<file path="src/spw_pkg.sv">
/*
 * constants, field positions and types for the soft power wake-enable block.
 * assumes an 8-bit register port and active-low wake pins that idle high.
 */
package spw_pkg;

	// ***************************************
	// widths
	// ***************************************
	localparam int SPW_AW   = 8;
	localparam int SPW_DW   = 8;
	localparam int SPW_NPIN = 9;

	// ***************************************
	// register offsets
	// ***************************************
	localparam logic [SPW_AW-1:0] SPW_ADDR_EN_PRI  = 8'hB0;
	localparam logic [SPW_AW-1:0] SPW_ADDR_EN_SEC  = 8'hB1;
	localparam logic [SPW_AW-1:0] SPW_ADDR_STS_PRI = 8'hB2;
	localparam logic [SPW_AW-1:0] SPW_ADDR_STS_SEC = 8'hB3;
	localparam logic [SPW_AW-1:0] SPW_ADDR_MSK_PRI = 8'hBC;
	localparam logic [SPW_AW-1:0] SPW_ADDR_MSK_SEC = 8'hBD;

	// ***************************************
	// reset values and writable bits
	// ***************************************
	localparam logic [SPW_DW-1:0] SPW_RST_EN_PRI = 8'h00;
	localparam logic [SPW_DW-1:0] SPW_RST_EN_SEC = 8'h80;
	localparam logic [SPW_DW-1:0] SPW_RST_ZERO   = 8'h00;
	localparam logic [SPW_DW-1:0] SPW_WMSK_PRI   = 8'h7F;
	localparam logic [SPW_DW-1:0] SPW_WMSK_SEC   = 8'hDB;
	localparam logic [SPW_DW-1:0] SPW_WMSK_STS_P = 8'h4F;
	localparam logic [SPW_DW-1:0] SPW_WMSK_STS_S = 8'h0F;

	// ***************************************
	// primary enable / status bit positions
	// ***************************************
	localparam int SPW_B_RI1   = 0;
	localparam int SPW_B_RI2   = 1;
	localparam int SPW_B_KDAT  = 2;
	localparam int SPW_B_MDAT  = 3;
	localparam int SPW_B_GIRQ1 = 4;
	localparam int SPW_B_GIRQ2 = 5;
	localparam int SPW_B_IRRX2 = 6;

	// ***************************************
	// secondary enable / status bit positions
	// ***************************************
	localparam int SPW_B_RXD1    = 0;
	localparam int SPW_B_RXD2    = 1;
	localparam int SPW_B_BUTTON  = 2;
	localparam int SPW_B_RING    = 3;
	localparam int SPW_B_POR_OFF = 4;
	localparam int SPW_B_POR_ON  = 6;
	localparam int SPW_B_OFF_EN  = 7;

	// ***************************************
	// pin vector order
	// ***************************************
	localparam int SPW_P_RI1    = 0;
	localparam int SPW_P_RI2    = 1;
	localparam int SPW_P_KDAT   = 2;
	localparam int SPW_P_MDAT   = 3;
	localparam int SPW_P_IRRX2  = 4;
	localparam int SPW_P_RXD1   = 5;
	localparam int SPW_P_RXD2   = 6;
	localparam int SPW_P_RING   = 7;
	localparam int SPW_P_BUTTON = 8;
	localparam logic [SPW_NPIN-1:0] SPW_PIN_IDLE = 9'h1FF;

	typedef enum logic {
		SPW_PWR_OFF = 1'b0,
		SPW_PWR_ON  = 1'b1
	} spw_pwr_t;

endpackage

</file>
<file path="src/spw_sync.sv">
/*
 * two flip-flop synchroniser for a vector of asynchronous levels.
 * assumes the bits are independent; no bus coherence is given.
 */
`timescale 1ns/10ps
module spw_sync #(
	parameter int              W    = 1,
	parameter logic [W-1:0]    INIT = '0
) (
	input  wire logic          clock,
	input  wire logic          rst_n,
	input  wire logic [W-1:0]  d,
	output logic      [W-1:0]  q
);

	logic [W-1:0] meta_ff;

	// first stage is read only by the second
	always_ff @(posedge clock or negedge rst_n) begin
		if (!rst_n) begin
			meta_ff <= INIT;
			q       <= INIT;
		end else begin
			meta_ff <= d;
			q       <= meta_ff;
		end
	end

endmodule

</file>
<file path="src/spw_fall_latch.sv">
/*
 * per-bit high-to-low detector with sticky flags, cleared per bit.
 * assumes inputs are already synchronised to clock.
 */
`timescale 1ns/10ps
module spw_fall_latch #(
	parameter int              W    = 1,
	parameter logic [W-1:0]    IDLE = '1
) (
	input  wire logic          clock,
	input  wire logic          rst_n,
	input  wire logic [W-1:0]  level,
	input  wire logic [W-1:0]  arm,
	input  wire logic [W-1:0]  clr,
	output logic      [W-1:0]  fall,
	output logic      [W-1:0]  sticky
);

	logic [W-1:0] prev_ff;
	logic [W-1:0] sticky_ff;

	always_ff @(posedge clock or negedge rst_n) begin
		if (!rst_n) begin
			prev_ff <= IDLE;
		end else begin
			prev_ff <= level;
		end
	end

	for (genvar i = 0; i < W; i++) begin : g_bit
		// disabled sources neither wake nor flag
		assign fall[i] = prev_ff[i] & ~level[i] & arm[i];
		// a new edge in the clearing cycle survives
		always_ff @(posedge clock or negedge rst_n) begin
			if (!rst_n) begin
				sticky_ff[i] <= 1'b0;
			end else begin
				sticky_ff[i] <= (sticky_ff[i] & ~clr[i]) | fall[i];
			end
		end
	end

	assign sticky = sticky_ff;

endmodule

</file>
<file path="src/spw_soft_power_wake.sv">
/*
 * soft power wake-enable block: enable registers, wake latches, power-on
 * output control, standby-reset handling and a status interrupt.
 * assumes one 40 MHz clock, rst_n from the battery-backed power-on reset,
 * wake pins and button asynchronous and idle high, group interrupts and
 * the standby-reset pulse produced elsewhere.
 */
`timescale 1ns/10ps

// What this block does
// - an enable bit of one lets its source turn power on; zero ignores it
// - primary enable: ring indicators, keyboard, mouse, group irqs, infrared; bit 7 reserved
// - secondary enable bits 0 and 1 take uart receive data; bits 2, 5 reserved
// - secondary bit 3 lets the dedicated ring input wake the machine
// - power-off bit set: standby reset floats the power-on output inactive
// - power-on bit set, power-off bit clear: standby reset drives the power-on output low three clock edges after the rise
// - both standby-reset bits clear: power-on output keeps its earlier state
// - secondary bit 7 lets the button switch power off; resets to one
// - latched sources flag a falling edge, held until the status read
module spw_soft_power_wake
	import spw_pkg::*;
(
	input  wire logic                      clock,
	input  wire logic                      rst_n,
	input  wire logic [spw_pkg::SPW_AW-1:0] addr,
	input  wire logic [spw_pkg::SPW_DW-1:0] wr_data,
	input  wire logic                      wr_stb,
	input  wire logic                      rd_stb,
	output logic      [spw_pkg::SPW_DW-1:0] rd_data,
	input  wire logic                      uart1_ring_n,
	input  wire logic                      uart2_ring_n,
	input  wire logic                      keyboard_data,
	input  wire logic                      mouse_data,
	input  wire logic                      infrared_rx2,
	input  wire logic                      uart1_rxd,
	input  wire logic                      uart2_rxd,
	input  wire logic                      ring_input_n,
	input  wire logic                      power_button_n,
	input  wire logic                      group_irq1,
	input  wire logic                      group_irq2,
	input  wire logic                      standby_supply_por,
	output logic                           power_on_request_n,
	output logic                           power_on_request_oe,
	output logic                           power_is_on,
	output logic                           irq
);
	import spw_pkg::*;

	// ***************************************
	// reset release
	// ***************************************
	logic rst_meta_ff;
	logic rst_sync_ff;

	always_ff @(posedge clock or negedge rst_n) begin
		if (!rst_n) begin
			rst_meta_ff <= 1'b0;
			rst_sync_ff <= 1'b0;
		end else begin
			rst_meta_ff <= 1'b1;
			rst_sync_ff <= rst_meta_ff;
		end
	end

	// ***************************************
	// pin synchronisers
	// ***************************************
	logic [SPW_NPIN-1:0] pin_raw;
	logic [SPW_NPIN-1:0] pin_sync;
	logic                por_sync;
	logic                por_prev_ff;
	logic                por_pulse;

	assign pin_raw[SPW_P_RI1]    = uart1_ring_n;
	assign pin_raw[SPW_P_RI2]    = uart2_ring_n;
	assign pin_raw[SPW_P_KDAT]   = keyboard_data;
	assign pin_raw[SPW_P_MDAT]   = mouse_data;
	assign pin_raw[SPW_P_IRRX2]  = infrared_rx2;
	assign pin_raw[SPW_P_RXD1]   = uart1_rxd;
	assign pin_raw[SPW_P_RXD2]   = uart2_rxd;
	assign pin_raw[SPW_P_RING]   = ring_input_n;
	assign pin_raw[SPW_P_BUTTON] = power_button_n;

	// idle-high reset value avoids a false edge after reset
	spw_sync #(
		.W    (SPW_NPIN),
		.INIT (SPW_PIN_IDLE)
	) u_pin_sync (
		.clock (clock),
		.rst_n (rst_sync_ff),
		.d     (pin_raw),
		.q     (pin_sync)
	);

	spw_sync #(
		.W    (1),
		.INIT (1'b0)
	) u_por_sync (
		.clock (clock),
		.rst_n (rst_sync_ff),
		.d     (standby_supply_por),
		.q     (por_sync)
	);

	always_ff @(posedge clock or negedge rst_sync_ff) begin
		if (!rst_sync_ff) begin
			por_prev_ff <= 1'b0;
		end else begin
			por_prev_ff <= por_sync;
		end
	end

	assign por_pulse = por_sync & ~por_prev_ff;

	// ***************************************
	// enable registers
	// ***************************************
	logic [SPW_DW-1:0] en_pri_ff;
	logic [SPW_DW-1:0] en_sec_ff;
	logic [SPW_DW-1:0] msk_pri_ff;
	logic [SPW_DW-1:0] msk_sec_ff;
	logic              wr_en_pri;
	logic              wr_en_sec;
	logic              wr_msk_pri;
	logic              wr_msk_sec;

	assign wr_en_pri  = wr_stb && (addr == SPW_ADDR_EN_PRI);
	assign wr_en_sec  = wr_stb && (addr == SPW_ADDR_EN_SEC);
	assign wr_msk_pri = wr_stb && (addr == SPW_ADDR_MSK_PRI);
	assign wr_msk_sec = wr_stb && (addr == SPW_ADDR_MSK_SEC);

	// reserved bit 7 never stores
	always_ff @(posedge clock or negedge rst_sync_ff) begin
		if (!rst_sync_ff) begin
			en_pri_ff <= SPW_RST_EN_PRI;
		end else if (wr_en_pri) begin
			en_pri_ff <= wr_data & SPW_WMSK_PRI;
		end
	end

	// off-enable resets to one; reserved bits 2 and 5 never store
	always_ff @(posedge clock or negedge rst_sync_ff) begin
		if (!rst_sync_ff) begin
			en_sec_ff <= SPW_RST_EN_SEC;
		end else if (wr_en_sec) begin
			en_sec_ff <= wr_data & SPW_WMSK_SEC;
		end
	end

	always_ff @(posedge clock or negedge rst_sync_ff) begin
		if (!rst_sync_ff) begin
			msk_pri_ff <= SPW_RST_ZERO;
		end else if (wr_msk_pri) begin
			msk_pri_ff <= wr_data;
		end
	end

	always_ff @(posedge clock or negedge rst_sync_ff) begin
		if (!rst_sync_ff) begin
			msk_sec_ff <= SPW_RST_ZERO;
		end else if (wr_msk_sec) begin
			msk_sec_ff <= wr_data;
		end
	end

	// ***************************************
	// wake source latching
	// ***************************************
	logic [SPW_NPIN-1:0] src_arm;
	logic [SPW_NPIN-1:0] src_clr;
	logic [SPW_NPIN-1:0] src_fall;
	logic [SPW_NPIN-1:0] src_sticky;
	logic                rd_sts_pri;
	logic                rd_sts_sec;

	assign rd_sts_pri = rd_stb && (addr == SPW_ADDR_STS_PRI);
	assign rd_sts_sec = rd_stb && (addr == SPW_ADDR_STS_SEC);

	// each pin but the button is armed by its own enable bit; the button is always armed
	assign src_arm[SPW_P_RI1]    = en_pri_ff[SPW_B_RI1];
	assign src_arm[SPW_P_RI2]    = en_pri_ff[SPW_B_RI2];
	assign src_arm[SPW_P_KDAT]   = en_pri_ff[SPW_B_KDAT];
	assign src_arm[SPW_P_MDAT]   = en_pri_ff[SPW_B_MDAT];
	assign src_arm[SPW_P_IRRX2]  = en_pri_ff[SPW_B_IRRX2];
	assign src_arm[SPW_P_RXD1]   = en_sec_ff[SPW_B_RXD1];
	assign src_arm[SPW_P_RXD2]   = en_sec_ff[SPW_B_RXD2];
	assign src_arm[SPW_P_RING]   = en_sec_ff[SPW_B_RING];
	assign src_arm[SPW_P_BUTTON] = 1'b1;

	assign src_clr[SPW_P_RI1]    = rd_sts_pri;
	assign src_clr[SPW_P_RI2]    = rd_sts_pri;
	assign src_clr[SPW_P_KDAT]   = rd_sts_pri;
	assign src_clr[SPW_P_MDAT]   = rd_sts_pri;
	assign src_clr[SPW_P_IRRX2]  = rd_sts_pri;
	assign src_clr[SPW_P_RXD1]   = rd_sts_sec;
	assign src_clr[SPW_P_RXD2]   = rd_sts_sec;
	assign src_clr[SPW_P_RING]   = rd_sts_sec;
	assign src_clr[SPW_P_BUTTON] = rd_sts_sec;

	spw_fall_latch #(
		.W    (SPW_NPIN),
		.IDLE (SPW_PIN_IDLE)
	) u_latch (
		.clock  (clock),
		.rst_n  (rst_sync_ff),
		.level  (pin_sync),
		.arm    (src_arm),
		.clr    (src_clr),
		.fall   (src_fall),
		.sticky (src_sticky)
	);

	// ***************************************
	// wake event combine
	// ***************************************
	logic group_wake;
	logic pin_wake;
	logic wake_event;
	logic button_press;

	// group interrupts are levels; they are not latched here
	assign group_wake = (group_irq1 & en_pri_ff[SPW_B_GIRQ1]) |
	                    (group_irq2 & en_pri_ff[SPW_B_GIRQ2]);
	assign pin_wake   = |src_fall[SPW_P_RING:SPW_P_RI1];
	assign wake_event = pin_wake | group_wake;
	assign button_press = src_fall[SPW_P_BUTTON];

	// ***************************************
	// power state
	// ***************************************
	spw_pwr_t pwr_ff;
	spw_pwr_t nxt_pwr;
	logic     por_off;
	logic     por_on;

	assign por_off = en_sec_ff[SPW_B_POR_OFF];
	assign por_on  = en_sec_ff[SPW_B_POR_ON];

	// standby reset outranks wake events; if software breaks the
	// one-bit-only promise the off choice wins, the safer of the two
	always_comb begin
		nxt_pwr = pwr_ff;
		if (por_pulse) begin
			if (por_off) begin
				nxt_pwr = SPW_PWR_OFF;
			end else if (por_on) begin
				nxt_pwr = SPW_PWR_ON;
			end else begin
				nxt_pwr = pwr_ff;
			end
		end else begin
			unique case (pwr_ff)
				SPW_PWR_OFF: begin
					if (wake_event || button_press) begin
						nxt_pwr = SPW_PWR_ON;
					end
				end
				SPW_PWR_ON: begin
					if (button_press && en_sec_ff[SPW_B_OFF_EN]) begin
						nxt_pwr = SPW_PWR_OFF;
					end
				end
			endcase
		end
	end

	always_ff @(posedge clock or negedge rst_sync_ff) begin
		if (!rst_sync_ff) begin
			pwr_ff <= SPW_PWR_OFF;
		end else begin
			pwr_ff <= nxt_pwr;
		end
	end

	// ***************************************
	// power-on pin
	// ***************************************
	// open drain: driven low while on, floated while off;
	// outputs track the next state so the pin moves with the state
	always_ff @(posedge clock or negedge rst_sync_ff) begin
		if (!rst_sync_ff) begin
			power_on_request_n  <= 1'b1;
			power_on_request_oe <= 1'b0;
			power_is_on         <= 1'b0;
		end else begin
			power_on_request_n  <= (nxt_pwr != SPW_PWR_ON);
			power_on_request_oe <= (nxt_pwr == SPW_PWR_ON);
			power_is_on         <= (nxt_pwr == SPW_PWR_ON);
		end
	end

	// ***************************************
	// status registers
	// ***************************************
	logic [SPW_DW-1:0] sts_pri;
	logic [SPW_DW-1:0] sts_sec;
	logic [SPW_DW-1:0] girq_ff;

	// group interrupt bits are live, cleared at their source
	always_ff @(posedge clock or negedge rst_sync_ff) begin
		if (!rst_sync_ff) begin
			girq_ff <= SPW_RST_ZERO;
		end else begin
			girq_ff                <= SPW_RST_ZERO;
			girq_ff[SPW_B_GIRQ1]   <= group_irq1 & en_pri_ff[SPW_B_GIRQ1];
			girq_ff[SPW_B_GIRQ2]   <= group_irq2 & en_pri_ff[SPW_B_GIRQ2];
		end
	end

	always_comb begin
		sts_pri                 = girq_ff;
		sts_pri[SPW_B_RI1]      = src_sticky[SPW_P_RI1];
		sts_pri[SPW_B_RI2]      = src_sticky[SPW_P_RI2];
		sts_pri[SPW_B_KDAT]     = src_sticky[SPW_P_KDAT];
		sts_pri[SPW_B_MDAT]     = src_sticky[SPW_P_MDAT];
		sts_pri[SPW_B_IRRX2]    = src_sticky[SPW_P_IRRX2];
	end

	always_comb begin
		sts_sec                 = SPW_RST_ZERO;
		sts_sec[SPW_B_RXD1]     = src_sticky[SPW_P_RXD1];
		sts_sec[SPW_B_RXD2]     = src_sticky[SPW_P_RXD2];
		sts_sec[SPW_B_BUTTON]   = src_sticky[SPW_P_BUTTON];
		sts_sec[SPW_B_RING]     = src_sticky[SPW_P_RING];
	end

	// ***************************************
	// interrupt
	// ***************************************
	always_ff @(posedge clock or negedge rst_sync_ff) begin
		if (!rst_sync_ff) begin
			irq <= 1'b0;
		end else begin
			irq <= (|(sts_pri & msk_pri_ff)) | (|(sts_sec & msk_sec_ff));
		end
	end

	// ***************************************
	// read port
	// ***************************************
	// data is held only in the cycle after the strobe
	always_ff @(posedge clock or negedge rst_sync_ff) begin
		if (!rst_sync_ff) begin
			rd_data <= SPW_RST_ZERO;
		end else if (!rd_stb) begin
			rd_data <= SPW_RST_ZERO;
		end else begin
			unique case (addr)
				SPW_ADDR_EN_PRI:  rd_data <= en_pri_ff;
				SPW_ADDR_EN_SEC:  rd_data <= en_sec_ff;
				SPW_ADDR_STS_PRI: rd_data <= sts_pri;
				SPW_ADDR_STS_SEC: rd_data <= sts_sec;
				SPW_ADDR_MSK_PRI: rd_data <= msk_pri_ff;
				SPW_ADDR_MSK_SEC: rd_data <= msk_sec_ff;
				default:          rd_data <= SPW_RST_ZERO;
			endcase
		end
	end

endmodule

</file>
<file path="config.mk">
export PLATFORM = sky130hd
export DESIGN_NAME = spw_soft_power_wake
export DESIGN_NICKNAME = d
export VERILOG_FILES = /design/src/spw_pkg.sv /design/src/spw_sync.sv /design/src/spw_fall_latch.sv /design/src/spw_soft_power_wake.sv
export SDC_FILE = /design/constraint.sdc
export NUM_CORES = 1
export LEC_CHECK = 0
export ABC_CLOCK_PERIOD_IN_PS = 2800
export BUFFER_PORTS_ARGS = -buffer_cell sky130_fd_sc_hd__buf_4
export CAP_MARGIN = 20
export CORE_ASPECT_RATIO = 0.6
export CORE_MARGIN = 8
export CORE_UTILIZATION = 30
export DETAILED_ROUTE_END_ITERATION = 8
export GPL_TIMING_DRIVEN = 0
export PLACE_DENSITY = 0.46
export SLEW_MARGIN = 20
export SYNTH_ARGS = -nofsm -noshare
export SYNTH_HDL_FRONTEND = slang
export SYNTH_SLANG_ARGS = --single-unit
</file>
<file path="constraint.sdc">
create_clock -name clock -period 2.8 [get_ports clock]
set_input_delay 0.28 -clock clock [delete_from_list [all_inputs] [get_ports clock]]
set_output_delay 0.28 -clock clock [all_outputs]
set_load 0.05 [all_outputs]
</file>
---- Yosys cells after proc, flatten, opt, wreduce, memory -nomap -nowiden ----
Cells that the tools add are included.
cells by class
  bitwise gates (word level) .............. 57
  add/sub/neg operators ................... 0
  reduce and logical (&&, ||, !) cells .... 11
  muxes and demuxes ....................... 8
  $lt $le $gt $ge ......................... 0
  divide/modulo/power cells ............... 0
  shift operators ......................... 0
  equality and inequality tests ........... 6
  multipliers ............................. 0
operators by type and width
  kind                number
  $eq 8x8->1 const B  6
  $pmux 8 s6          1
  $and 1x1->1         29
  $reduce_or 8->1     3
  $not 1->1           14
  $or 1x1->1          12
  $and 4x8->8         1
  $and 7x8->8         1
  $mux 8              1
  $logic_and 1x1->1   7
  $mux 1              5
  $pmux 1 s2          1
  $logic_or 1x1->1    1
storage, ports and cells
  logic and storage cells ................. 108
  register bits ........................... 83
  bits in latches ......................... 0
  memories ................................ 0
  bits in read-only memories .............. 0
  bits in writable memories ............... 0

---- Longest topological paths before layout ----
Gate-level depths: netlist (run 1).
  word-level depth ........................ 10
  depth in mapped cells ................... 6

---- Modules after synthesis ----
A second synthesis (run 1) with hierarchy kept.
unflattened totals
  cell total of the unflattened synthesis .. 229
  area, all modules ....................... 3291.9 sq um
modules (own cells, without submodules)
  module                  cells an instance  times used  area an instance (sq um)
  spw_soft_power_wake     155                1           2093.3
  spw_fall_latch          54                 1           675.6
  spw_sync at u_pin_sync  18                 1           473.0
  spw_sync at u_por_sync  2                  1           50.0

---- Least setup slack after synthesis (run 1) ----
Ideal clock, no wire load.
  path type ............................... reg2reg
  start ................................... register power_is_on (netlist name)
  end ..................................... register power_on_request_n
  cell stages (with the launch flop) ...... 5
  clock period less this slack ............ 1.689 ns
  path buffers ............................ 0
  path slack .............................. 1.111 ns
  arrival time ............................ 1.630 ns
  path through ............................ dfrtp_1 > a221o_1 > or4b_1 > nor2_1 > a31o_2
RTL lines
  item                    line                        text
  end signal: assignment  spw_soft_power_wake.sv:286  power_on_request_n <= (nxt_pwr != SPW_PWR_ON);
  end: declaration        spw_soft_power_wake.sv:42   output logic power_on_request_n,

---- Final worst setup path (run 1) ----
  start ................................... register en_pri_ff[5]
  end ..................................... register power_is_on
on the way
  longest elaborated chain between the ends .. 7
RTL lines
  item                      line                        text
  start: declaration        spw_soft_power_wake.sv:118  logic [SPW_DW-1:0] en_pri_ff;
  start signal: assignment  spw_soft_power_wake.sv:137  en_pri_ff <= wr_data & SPW_WMSK_PRI;
  $and 1x1->1               spw_soft_power_wake.sv:223  (group_irq2 & en_pri_ff[SPW_B_GIRQ2]);
  $or 1x1->1                spw_soft_power_wake.sv:222  assign group_wake = (group_irq1 & en_pri_ff[SPW_B_GIRQ1]) |
  $or 1x1->1                spw_soft_power_wake.sv:225  assign wake_event = pin_wake | group_wake;
  $logic_or 1x1->1          spw_soft_power_wake.sv:254  if (wake_event || button_press) begin
  $mux 1                    spw_soft_power_wake.sv:254
  $pmux 1 s2                spw_soft_power_wake.sv:252  unique case (pwr_ff)
  $mux 1                    spw_soft_power_wake.sv:243  if (por_pulse) begin
  named net nxt_pwr         spw_soft_power_wake.sv:232  spw_pwr_t nxt_pwr;
  end signal: assignment    spw_soft_power_wake.sv:288  power_is_on <= (nxt_pwr == SPW_PWR_ON);
  end: declaration          spw_soft_power_wake.sv:44   output logic power_is_on,
The timed path passes the listed nets, and every way through them passes these cells.
A chain may end at the register's enable or synchronous reset.

==> results of run 1 <==
-- worst max-delay path, delay by kind of cell, from the launching register on --
kind | cells | cell delay, ns
and+or+nand+nor | 2 | 0.63
AOI/OAI and AO/OA | 2 | 0.47
DFF | 1 | 0.44
-- flip-flops by register name, summed over array words and instances (netlist names) --
name and flops:
rst_meta_ff 1, u_pin_sync.meta_ff 9, u_por_sync.meta_ff 1, power_is_on 1
girq_ff 2, en_sec_ff 6, u_latch.sticky 9, irq 1
msk_sec_ff 8, u_por_sync.q 1, rst_sync_ff 1, por_prev_ff 1
u_latch.prev_ff 9, rd_data 8, en_pri_ff 7, msk_pri_ff 8
power_on_request_n 1, u_pin_sync.q 9
-- power by group --
part / total (mW) / internal (mW) / switching, mW
logic: 0.220 / 0.0985 / 0.122
registers: 1.33 / 1.28 / 0.0520
clock network: 1.23 / 0.772 / 0.455
-- Yosys cell counts, types with 3 or more instances --
master,number,area (µm²)
nand4_1,5,31.28
a32oi_1,3,26.28
a22oi_1,8,60.06
and2_1,3,18.77
nand2_1,9,33.78
buf_2,5,25.02
dfstp_2,29,762.0
o21ai_0,7,35.03
inv_1,5,18.77
a22o_1,3,26.28
a21o_1,3,22.52
dfrtp_1,54,1351
nand3b_1,7,52.55
nor2b_1,6,37.54
a21oi_1,5,25.02
mux2_2,32,360.4
nor2_1,6,22.52
nand3_1,3,15.01
-- kinds of logic after synthesis --
| group | after synthesis | synth area share, % |
|---|---|---|
| other | 1 | 0.1134 |
| muxes | 34 | 11.89 |
| buffers and inverters | 13 | 1.779 |
| DFF | 83 | 63.93 |
| and+or+nand+nor | 57 | 12.19 |
| AOI/OAI and AO/OA | 45 | 10.11 |
-- metal layers --
metal / global-route usage, % / share of wire (%)
met3: 4.465 / 8.2
met5: 0 / 0
met2: 13.98 / 39
met1: 17.42 / 52
met4: 2.924 / 0.91
-- cell usage in the layout, fill, tap and decap left out, types with 7 or more instances in the layout --
| cell | instances |
|---|---|
| mux2_2 | 32 |
| nand3b_1 | 7 |
| nand2_1 | 9 |
| a22oi_1 | 8 |
| dfrtp_1 | 53 |
| dfstp_2 | 29 |
| buf_4 | 42 |
| clkbuf_16 | 10 |
| o21ai_0 | 7 |
-- final timing paths --
kind	startpoint	to	slack, ns	depth (start not counted)
min	uart2_rxd	u_pin_sync.meta_ff[6]	0.05	1
min in group asynchronous	rst_sync_ff	u_latch.sticky[4]	0.24	0
max	en_pri_ff[5]	power_is_on	1.13	4
min reg2reg	rst_sync_ff	u_latch.sticky[4]	0.24	0
max reg2reg	en_pri_ff[5]	power_is_on	1.13	4
max in group asynchronous	rst_sync_ff	u_pin_sync.q[1]	1.92	1
-- area by class of cell --
| cell class | instances | area, µm² | area share [%] |
|---|---|---|---|
| Clock buffer | 13 | 271.5 | 6.550 |
| Multi-Input combinational cell | 137 | 1134 | 27.35 |
| Buffer | 8 | 40.04 | 0.9659 |
| Clock inverter | 3 | 45.04 | 1.087 |
| Sequential cell | 83 | 2117 | 51.07 |
| Timing Repair Buffer | 43 | 345.3 | 8.331 |
| Inverter | 5 | 18.77 | 0.4528 |
| Tap cell | 139 | 173.9 | 4.196 |
-- per-stage QoR --
step / total power, mW / TNS, ns / cell area, µm²
after floorplan: 1.463 / 0 / 3306
after global placement: 1.567 / -34.47 / 3787
after detailed placement: 1.575 / 0 / 3819
after CTS: 2.830 / 0 / 4145
after global routing: 2.903 / 0 / 4145
final: 2.780 / 0 / 4145
-- what timing repair did --
item	4_1_cts	5_1_grt
setup buffers	0	0
endpoints found under the setup margin	0	0
hold endpoints to repair	2	0
hold buffers	1	0
==> metrics.cfg, run 1 <==
[routing]
route.detailed.drc = 0
via_count = 2100
final_antenna_net_count = 0
vias_per_cell = 4.872
drtIter0Drc = 138
first_pass_iters = 4
avgRoutedWirePerCell_um = 18.60
routed_wirelength_mm = 8.015

[timing]
hold-worst-slack_ns = 0.04650
rsz0062_at_grt = false
setup_violations = 0
tightestPinTransition_ns = 0.8107
fin_ws_ns = 1.126
timing.final.max_slew_violations = 0
finalCritPeriodShare_pct = 59.80
post-route-min-period_ns = 1.674
hold_viol_final = 0
max_freq_mhz = 597.3
skew_ns = 0.006908
relSlewSlack_pct = 45.54

[finish]
num_antenna_cells = 0
fillers = 1036
layout-drive-gt1-share_pct = 46.92
final_cells = 431
syn_to_final_growth_pct = 25.40
final_util_pct = 38.99
final_nets = 319

[worst_setup_path]
crit_type = register to register
path_cells = a221o_1, or4b_1, nor2_1, a31oi_1
arrival_ns = 1.88
end_kind = register
crit_required_ns = 3.01
crit_path_max_incr_delay_ns = 0.46
startpoint_type = register
slowest_stage = or4b_1
crit_fanout = 4

[yosys]
synthCells = 233
synthesis.nets = 265
syn_avg_cell_area_um2 = 14.19
syn-cell-area_um2 = 3306
synth_flop_cell = dfrtp_1
synth_seq_area_share_pct = 63.93
synthArstFlopShare_pct = 100.0
synth-edff-count = 0
synthDistinctLibCells = 50
yosys_warnings = 0
yosys_register_bits = 83

[clocking]
clk_path_buf_depth = 2
htree_levels = 3
cts-root-buf = clkbuf_16
cts_tree = yes
clkLatencyLatePin_ns = 0.33
clkSinkCount = 83
clk_pin_slew_ns = 0.06
cts_buffers = 9
post_cts_resized = 0

[place]
pre_cts_ws_ns = 0.7666
place.gp.congestion = 0.8126
dp.final_hpwl_mm = 5.804
dpl.cell_count = 414
io_buffers = 41

[global_route]
grt_pass1_wl_mm = 12.69
grt_max_degree = 57
grt_pass1_vias = 2237
antenna_found_initial = 0
overflow = 0
grt_usage_pct = 11.34

[run_status]
outcome = finished, final reports clean

[floorplanning]
start_util_pct = 31.09
dieWidth_um = 151.5
die_area_um2 = 14740
core.rowCount = 29
core_area_um2 = 10630
die_h_um = 97.31
io_pins = 44

[power_and_ir_drop]
p_per_area_nw_per_um2 = 670.7
p_leak_nw = 1.825
ir_drop_uv = 333.8

[job]
max-cap-violations = 0

[hold_path]
hold_path.class = primary input to register

Note: power is estimated with default switching activity, not from simulation.
==> run 2, diff against run 1 <==
ABC_AREA = 1   (was unset)
ABC_CLOCK_PERIOD_IN_PS = 1400   (was 2800)
PLACE_DENSITY = 0.48   (was 0.46)
clock period = 1.4 ns   (was 2.8 ns; I/O delays follow)
==> run 2 against run 1 <==
  * Wire length grew 11%
  * Critical path depth grew 2
  * Sequential share of layout area shrank 2.5 points
  * Register-to-register slack lost 1.0 ns
  * Clock power grew 94%
  * Clock-buffer cell count shrank 3
  * Hold slack lost 0.034 ns
  * Sequential power grew 100%
  * Sequential cell count is the same
  * Power grew 99%
==> metrics.cfg, run 2 <==
[power_and_ir_drop]
ir_drop_uv = 496.8  ; was 333.8 µV
p_leak_nw = 2.105  ; was 1.825 nW
p_per_area_nw_per_um2 = 1267  ; was 670.7 nW/µm²

[routing]
first_pass_iters = 5  ; was 4
final_antenna_net_count = 0  ; unchanged
drtIter0Drc = 246  ; was 138
route.met2.wl_mm = 3.362  ; was 3.119 mm
routed_wirelength_mm = 8.889  ; was 8.015 mm
vias_per_cell = 4.499  ; was 4.872
wl_met1_mm = 4.863  ; was 4.165 mm
dr_wl_met3_um = 612  ; was 657 µm
avgRoutedWirePerCell_um = 15.90  ; was 18.60 µm
route.detailed.drc = 0  ; unchanged
via_count = 2515  ; was 2100
top_layer = met4  ; unchanged

[floorplanning]
core_area_um2 = 11220  ; was 10630 µm²
core.rowCount = 30  ; was 29
io_pins = 44  ; unchanged
dieWidth_um = 153.9  ; was 151.5 µm
die_h_um = 98.72  ; was 97.31 µm
start_util_pct = 30.48  ; was 31.09%
die_area_um2 = 15190  ; was 14740 µm²

[global_route]
grt_max_degree = 42  ; was 57
overflow = 0  ; unchanged
antenna_found_initial = 0  ; unchanged
grt_pass1_wl_mm = 14.44  ; was 12.69 mm
grt_pass1_vias = 2607  ; was 2237
grt_usage_pct = 12.53  ; was 11.34%

[timing]
tightestPinTransition_ns = 0.7323  ; was 0.8107 ns
timing.final.max_slew_violations = 0  ; unchanged
skew_ns = 0.01009  ; was 0.006908 ns
max_freq_mhz = 786.3  ; was 597.3 MHz
rsz0062_at_grt = false  ; unchanged
post-route-min-period_ns = 1.272  ; was 1.674 ns
finalCritPeriodShare_pct = 90.84  ; was 59.80%
hold-worst-slack_ns = 0.01299  ; was 0.04650 ns
hold_viol_final = 0  ; unchanged
setup_violations = 0  ; unchanged
relSlewSlack_pct = 50.80  ; was 45.54%
setup_tns_ns = 0  ; unchanged

[yosys]
synth_flop_cell = dfrtp_1  ; unchanged
synthTopCellsByArea = dfrtp_1, dfstp_2, nand2_1  ; was dfrtp_1, dfstp_2, mux2_2
synthCells = 344  ; was 233
synth_seq_area_share_pct = 61.78  ; was 63.93%
syn-cell-area_um2 = 3421  ; was 3306 µm²
muxShareOfSynthArea_pct = 0  ; was 11.88%
yosys.cell_count.top_type = nand2_1  ; was dfrtp_1
syn_avg_cell_area_um2 = 9.944  ; was 14.19 µm²
synth_compound_area_share_pct = 9.876  ; was 10.11%
synthSimpleGateAreaFrac_pct = 22.02  ; was 12.19%
synthArstFlopShare_pct = 100.0  ; unchanged
yosys_warnings = 0  ; unchanged
synth-edff-count = 0  ; unchanged
synthDistinctLibCells = 27  ; was 50
synth_top_area_share_pct = 39.50  ; was 40.88%
yosys_register_bits = 83  ; unchanged
synthesis.nets = 376  ; was 265
synthAdderAreaFrac_pct = 0  ; unchanged
synth_xor_area_share_pct = 0  ; unchanged
yosys.area.top_type = dfrtp_1  ; unchanged
yosys-top-cells-count = nand2_1, dfrtp_1, inv_1, nand3_1, dfstp_2  ; was dfrtp_1, mux2_2, dfstp_2, nand2_1, a22oi_1
synth_top_family_by_area = simple AND/OR/NAND/NOR gates  ; unchanged

[worst_setup_path]
end_kind = register  ; unchanged
crit_path_max_incr_delay_ns = 0.53  ; was 0.46 ns
arrival_ns = 1.49  ; was 1.88 ns
startpoint_type = register  ; unchanged
crit_type = register to register  ; unchanged
path_cells = nand3b_1, nand2_1, nor2_1, nand3_1, nand2_1, nand2_1  ; was a221o_1, or4b_1, nor2_1, a31oi_1
cp_common_cell = nand2_1
crit_required_ns = 1.62  ; was 3.01 ns
crit_fanout = 2  ; was 4
slowest_stage = dfstp_2  ; was or4b_1

[clocking]
cts_buffers = 9  ; unchanged
clk_path_buf_depth = 2  ; unchanged
htree_levels = 3  ; unchanged
post_cts_buffers = 0  ; unchanged
post_cts_resized = 0  ; unchanged
clkSinkCount = 83  ; unchanged
clkLatencyLatePin_ns = 0.34  ; was 0.33 ns
cts-root-buf = clkbuf_16  ; unchanged
holdBufCountCts = 11  ; was 1
cts_tree = yes  ; unchanged
clk_pin_slew_ns = 0.06  ; about the same

[finish]
final_common_cell = nand2_1  ; was dfrtp_1
num_antenna_cells = 0  ; unchanged
most-common-layout-cells = nand2_1, dfrtp_1, buf_4  ; was dfrtp_1, buf_4, mux2_2
syn_to_final_growth_pct = 27.43  ; was 25.40%
layout-drive-gt1-share_pct = 33.49  ; was 46.92%
final_nets = 442  ; was 319

[hold_path]
hold_path.class = primary input to register  ; unchanged

[job]
max-cap-violations = 0  ; unchanged

[place]
place.gp.congestion = 0.8478  ; was 0.8126
dp.final_hpwl_mm = 6.758  ; was 5.804 mm
io_buffers = 43  ; was 41

[run_status]
outcome = finished, final reports clean  ; unchanged

run 2: layout make-up:
cell class                 instances  area (µm²)
buffer                             8       61.31
clock buffer                      10       229.0
clock inverter                     6       72.57
fill                            1111        6864
inverter                          40       151.4
multi-input combinational        213        1095
sequential                        83        2117
tap                              144       180.2
timing repair buffer              55       452.9
run 2: critical path, delay by kind of cell (launching register included):
| kind | cells | cell delay [ns] |
|---|---|---|
| AND/OR/NAND/NOR | 6 | 0.61 |
| flip-flops | 1 | 0.53 |
run 2: power breakdown:
group	switching (mW)	internal, mW
clock	0.994	1.40
sequential	0.109	2.56
combinational	0.275	0.183
total	1.38	4.14
run 2: path summary, 6_finish.rpt:
| check | end | slack [ns] | start | depth (start not counted) |
|---|---|---|---|---|
| worst max-delay path | power_is_on | 0.13 | u_pin_sync.q[1] | 6 |
| max in group asynchronous | u_pin_sync.meta_ff[7] | 0.41 | rst_sync_ff | 1 |
| worst max register to register | power_is_on | 0.13 | u_pin_sync.q[1] | 6 |
| min in group asynchronous | rst_sync_ff | 0.10 | rst_n | 2 |
| worst min-delay path | girq_ff[4] | 0.01 | group_irq1 | 3 |
| worst min register to register | en_sec_ff[0] | 0.32 | rst_sync_ff | 0 |
run 2: layer usage:
layer  vias up  track usage [%]
met5         -                0
met4         0            3.895
met3         6            4.412
met2        79            15.49
met1      1194            19.18
li1       1236                -
run 2: stage by stage:
step	power [mW]	area [µm²]	instances	util (%)	setup slack, ns
3_5_place_dp	3.151	3948	532	35.17	-0.1909
6_report	5.521	4359	559	38.84	0.1282
5_1_grt	5.753	4359	559	38.84	0.001245
3_3_place_gp	3.134	3925	531	34.97	-0.5253
2_1_floorplan	2.934	3422	344	-	0.02271
4_1_cts	5.612	4359	559	38.84	0.1401
run 2: cell families (layout without fill, tap and decap cells):
logic type / Yosys count / in the layout
AOI/OAI and AO/OA: 51 / 51
buffers and inverters: 48 / 119
DFF: 83 / 83
other: 1 / 1
and+or+nand+nor: 161 / 161
==> run 3, diff against run 2 <==
ABC_AREA = unset   (was 1)
==> run 3 against run 2 <==
  * The run now ends with setup timing left
  * Combinational power increased by 2%
  * Power increased by 3.2%
  * Maximum frequency decreased by 19%
  * Non-clock buffer count increased by 5
  * Critical endpoint is now power_on_request_n
  * Critical path type unchanged
  * Wire length decreased by 9.5%
  * Core utilization increased by 1.9 points
  * Sequential cell count unchanged
==> metrics.cfg, run 3 (synthesis results as in run 1) <==
[timing]
tightestPinTransition_ns = 0.6053  ; was 0.7323 ns
max_freq_mhz = 639.8  ; was 786.3 MHz
hold_viol_final = 0  ; unchanged
fin_ws_ns = -0.1629  ; was 0.1282 ns
post-route-min-period_ns = 1.563  ; was 1.272 ns
setup_violations = 3  ; was 0
relSlewSlack_pct = 59.34  ; was 50.80%
finalCritPeriodShare_pct = 111.6  ; was 90.84%
rsz0062_at_grt = true  ; was false
skew_ns = 0.007255  ; was 0.01009 ns
timing.final.max_slew_violations = 0  ; unchanged

[finish]
num_antenna_cells = 0  ; unchanged
stdcell_area_um2 = 4333  ; was 4359 µm²
final_nets = 336  ; was 442
layout-drive-gt1-share_pct = 48.54  ; was 33.49%
final_util_pct = 40.76  ; was 38.84%
most-common-layout-cells = dfrtp_1, buf_4, mux2_2  ; was nand2_1, dfrtp_1, buf_4
syn_to_final_growth_pct = 31.08  ; was 27.43%
final_common_cell = dfrtp_1  ; was nand2_1

[worst_setup_path]
crit_type = register to register  ; unchanged
slowest_stage = or4b_1  ; was dfstp_2
crit_fanout = 3  ; was 2
path_cells = a221o_1, or4b_1, nor2_2, a31o_2  ; was nand3b_1, nand2_1, nor2_1, nand3_1, nand2_1, nand2_1
end_kind = register  ; unchanged
arrival_ns = 1.85  ; was 1.49 ns
ff2ff_setup_slack_ns = -0.16  ; was 0.13 ns
startpoint_type = register  ; unchanged
crit_path_max_incr_delay_ns = 0.48  ; was 0.53 ns
crit_required_ns = 1.69  ; was 1.62 ns

[global_route]
antenna_found_initial = 0  ; unchanged
grt_pass1_vias = 2284  ; was 2607
grt_max_degree = 56  ; was 42
grt_usage_pct = 11.66  ; was 12.53%
use_met2_pct = 14.66  ; was 15.49%
use_met3_pct = 4.419  ; was 4.412%
met1_usage_pct = 17.39  ; was 19.18%
grt_pass1_wl_mm = 12.88  ; was 14.44 mm
overflow = 0  ; unchanged
top_usage_layer = met1  ; unchanged

[floorplanning]
start_util_pct = 31.09  ; was 30.48%
core.rowCount = 29  ; was 30
core_area_um2 = 10630  ; was 11220 µm²
die_area_um2 = 14740  ; was 15190 µm²
die_h_um = 97.31  ; was 98.72 µm
dieWidth_um = 151.5  ; was 153.9 µm
io_pins = 44  ; unchanged

[job]
max-cap-violations = 0  ; unchanged

[power_and_ir_drop]
p_sw_mw = 1.273  ; was 1.378 mW
p_int_mw = 4.427  ; was 4.144 mW
fin_total_pwr_mw = 5.700  ; was 5.521 mW
p_leak_nw = 1.916  ; was 2.105 nW
p_per_area_nw_per_um2 = 1316  ; was 1267 nW/µm²
p_comb_share_pct = 8.2  ; was 8.3%
swShare_pct = 22.33  ; was 24.95%
power_frac_seq_pct = 46.8  ; was 48.3%
power_frac_clock_pct = 45.0  ; was 43.4%
ir_drop_uv = 657.1  ; was 496.8 µV

[clocking]
clk_path_buf_depth = 2  ; unchanged
cts_buffers = 9  ; unchanged
clkLatencyLatePin_ns = 0.34  ; about the same
cts-root-buf = clkbuf_16  ; unchanged
clk_pin_slew_ns = 0.06  ; about the same
clkSinkCount = 83  ; unchanged
cts_tree = yes  ; unchanged
htree_levels = 3  ; unchanged

[place]
place_area_um2 = 3820  ; was 3948 µm²
place.gp.congestion = 0.7917  ; was 0.8478
io_buffers = 41  ; was 43
dp.final_hpwl_mm = 5.692  ; was 6.758 mm

[run_status]
violations = setup timing
outcome = finished, violations left  ; was finished, final reports clean

[routing]
routed_wirelength_mm = 8.043  ; was 8.889 mm
final_antenna_net_count = 0  ; unchanged
route.detailed.drc = 0  ; unchanged
drtIter0Drc = 140  ; was 246
avgRoutedWirePerCell_um = 17.95  ; was 15.90 µm
via_count = 2168  ; was 2515
first_pass_iters = 4  ; was 5
vias_per_cell = 4.839  ; was 4.499

[hold_path]
hold_path.class = primary input to register  ; unchanged

-- run 3: worst max-delay path, delay by kind of cell, from the launching register on --
| kind | cells | cell delay, ns |
|---|---|---|
| AOI/OAI and AO/OA | 2 | 0.49 |
| DFF | 1 | 0.42 |
| and+or+nand+nor | 2 | 0.60 |
-- run 3: worst paths after layout --
check	from	endpoint	depth (start not counted)
max in group asynchronous	rst_sync_ff	en_sec_ff[7]	1
min reg2reg	rst_sync_ff	en_pri_ff[2]	0
min	group_irq1	girq_ff[4]	2
max	en_pri_ff[5]	power_on_request_n	4
max reg2reg	en_pri_ff[5]	power_on_request_n	4
min in group asynchronous	rst_n	rst_sync_ff	2
-- run 3: repair_timing --
item                                    in CTS  in global routing
pin swaps                                    2                  2
endpoints found under the setup margin       8                  8
setup buffers                                2                  5
hold buffers                                11                  0
hold endpoints to repair                    12                  0
resized for setup                            3                  1
-- run 3: metrics by stage --
stage	hold slack [ns]	TNS, ns	cells	setup WS, ns
3_3_place_gp	-0.07733	-41.75	413	-0.6752
4_1_cts	0.02183	-0.5069	443	-0.1927
6_report	0.03258	-0.4574	448	-0.1629
5_1_grt	0.02616	-0.6266	448	-0.2206
3_5_place_dp	-0.07649	-9.689	414	-0.4484
2_1_floorplan	-0.1556	-0.4037	233	-0.1640
-- run 3: final cells by class --
cell class                      count  area [µm²]
Fill cell                        1028        6299
Sequential cell                    83        2118
Multi-Input combinational cell    137        1150
Timing Repair Buffer               60       498.0
Clock buffer                       14       295.3
Tap cell                          139       173.9
Buffer                              8       40.04
Clock inverter                      2       38.79
Inverter                            5       18.77
-- run 3: power by group through the flow --
stage | clock network [mW] | registers, mW | logic (mW)
floorplan | 0 | 2.74 | 0.183
global placement | 0 | 2.74 | 0.394
detailed placement | 0 | 2.71 | 0.438
CTS | 2.64 | 2.67 | 0.471
global route | 2.77 | 2.69 | 0.509
finish | 2.56 | 2.67 | 0.468
-- run 3: layer usage --
metal	vias up	wire, µm
met5	-	0
met4	0	87
met3	10	568
met2	66	3151
met1	1087	4236
li1	1005	-
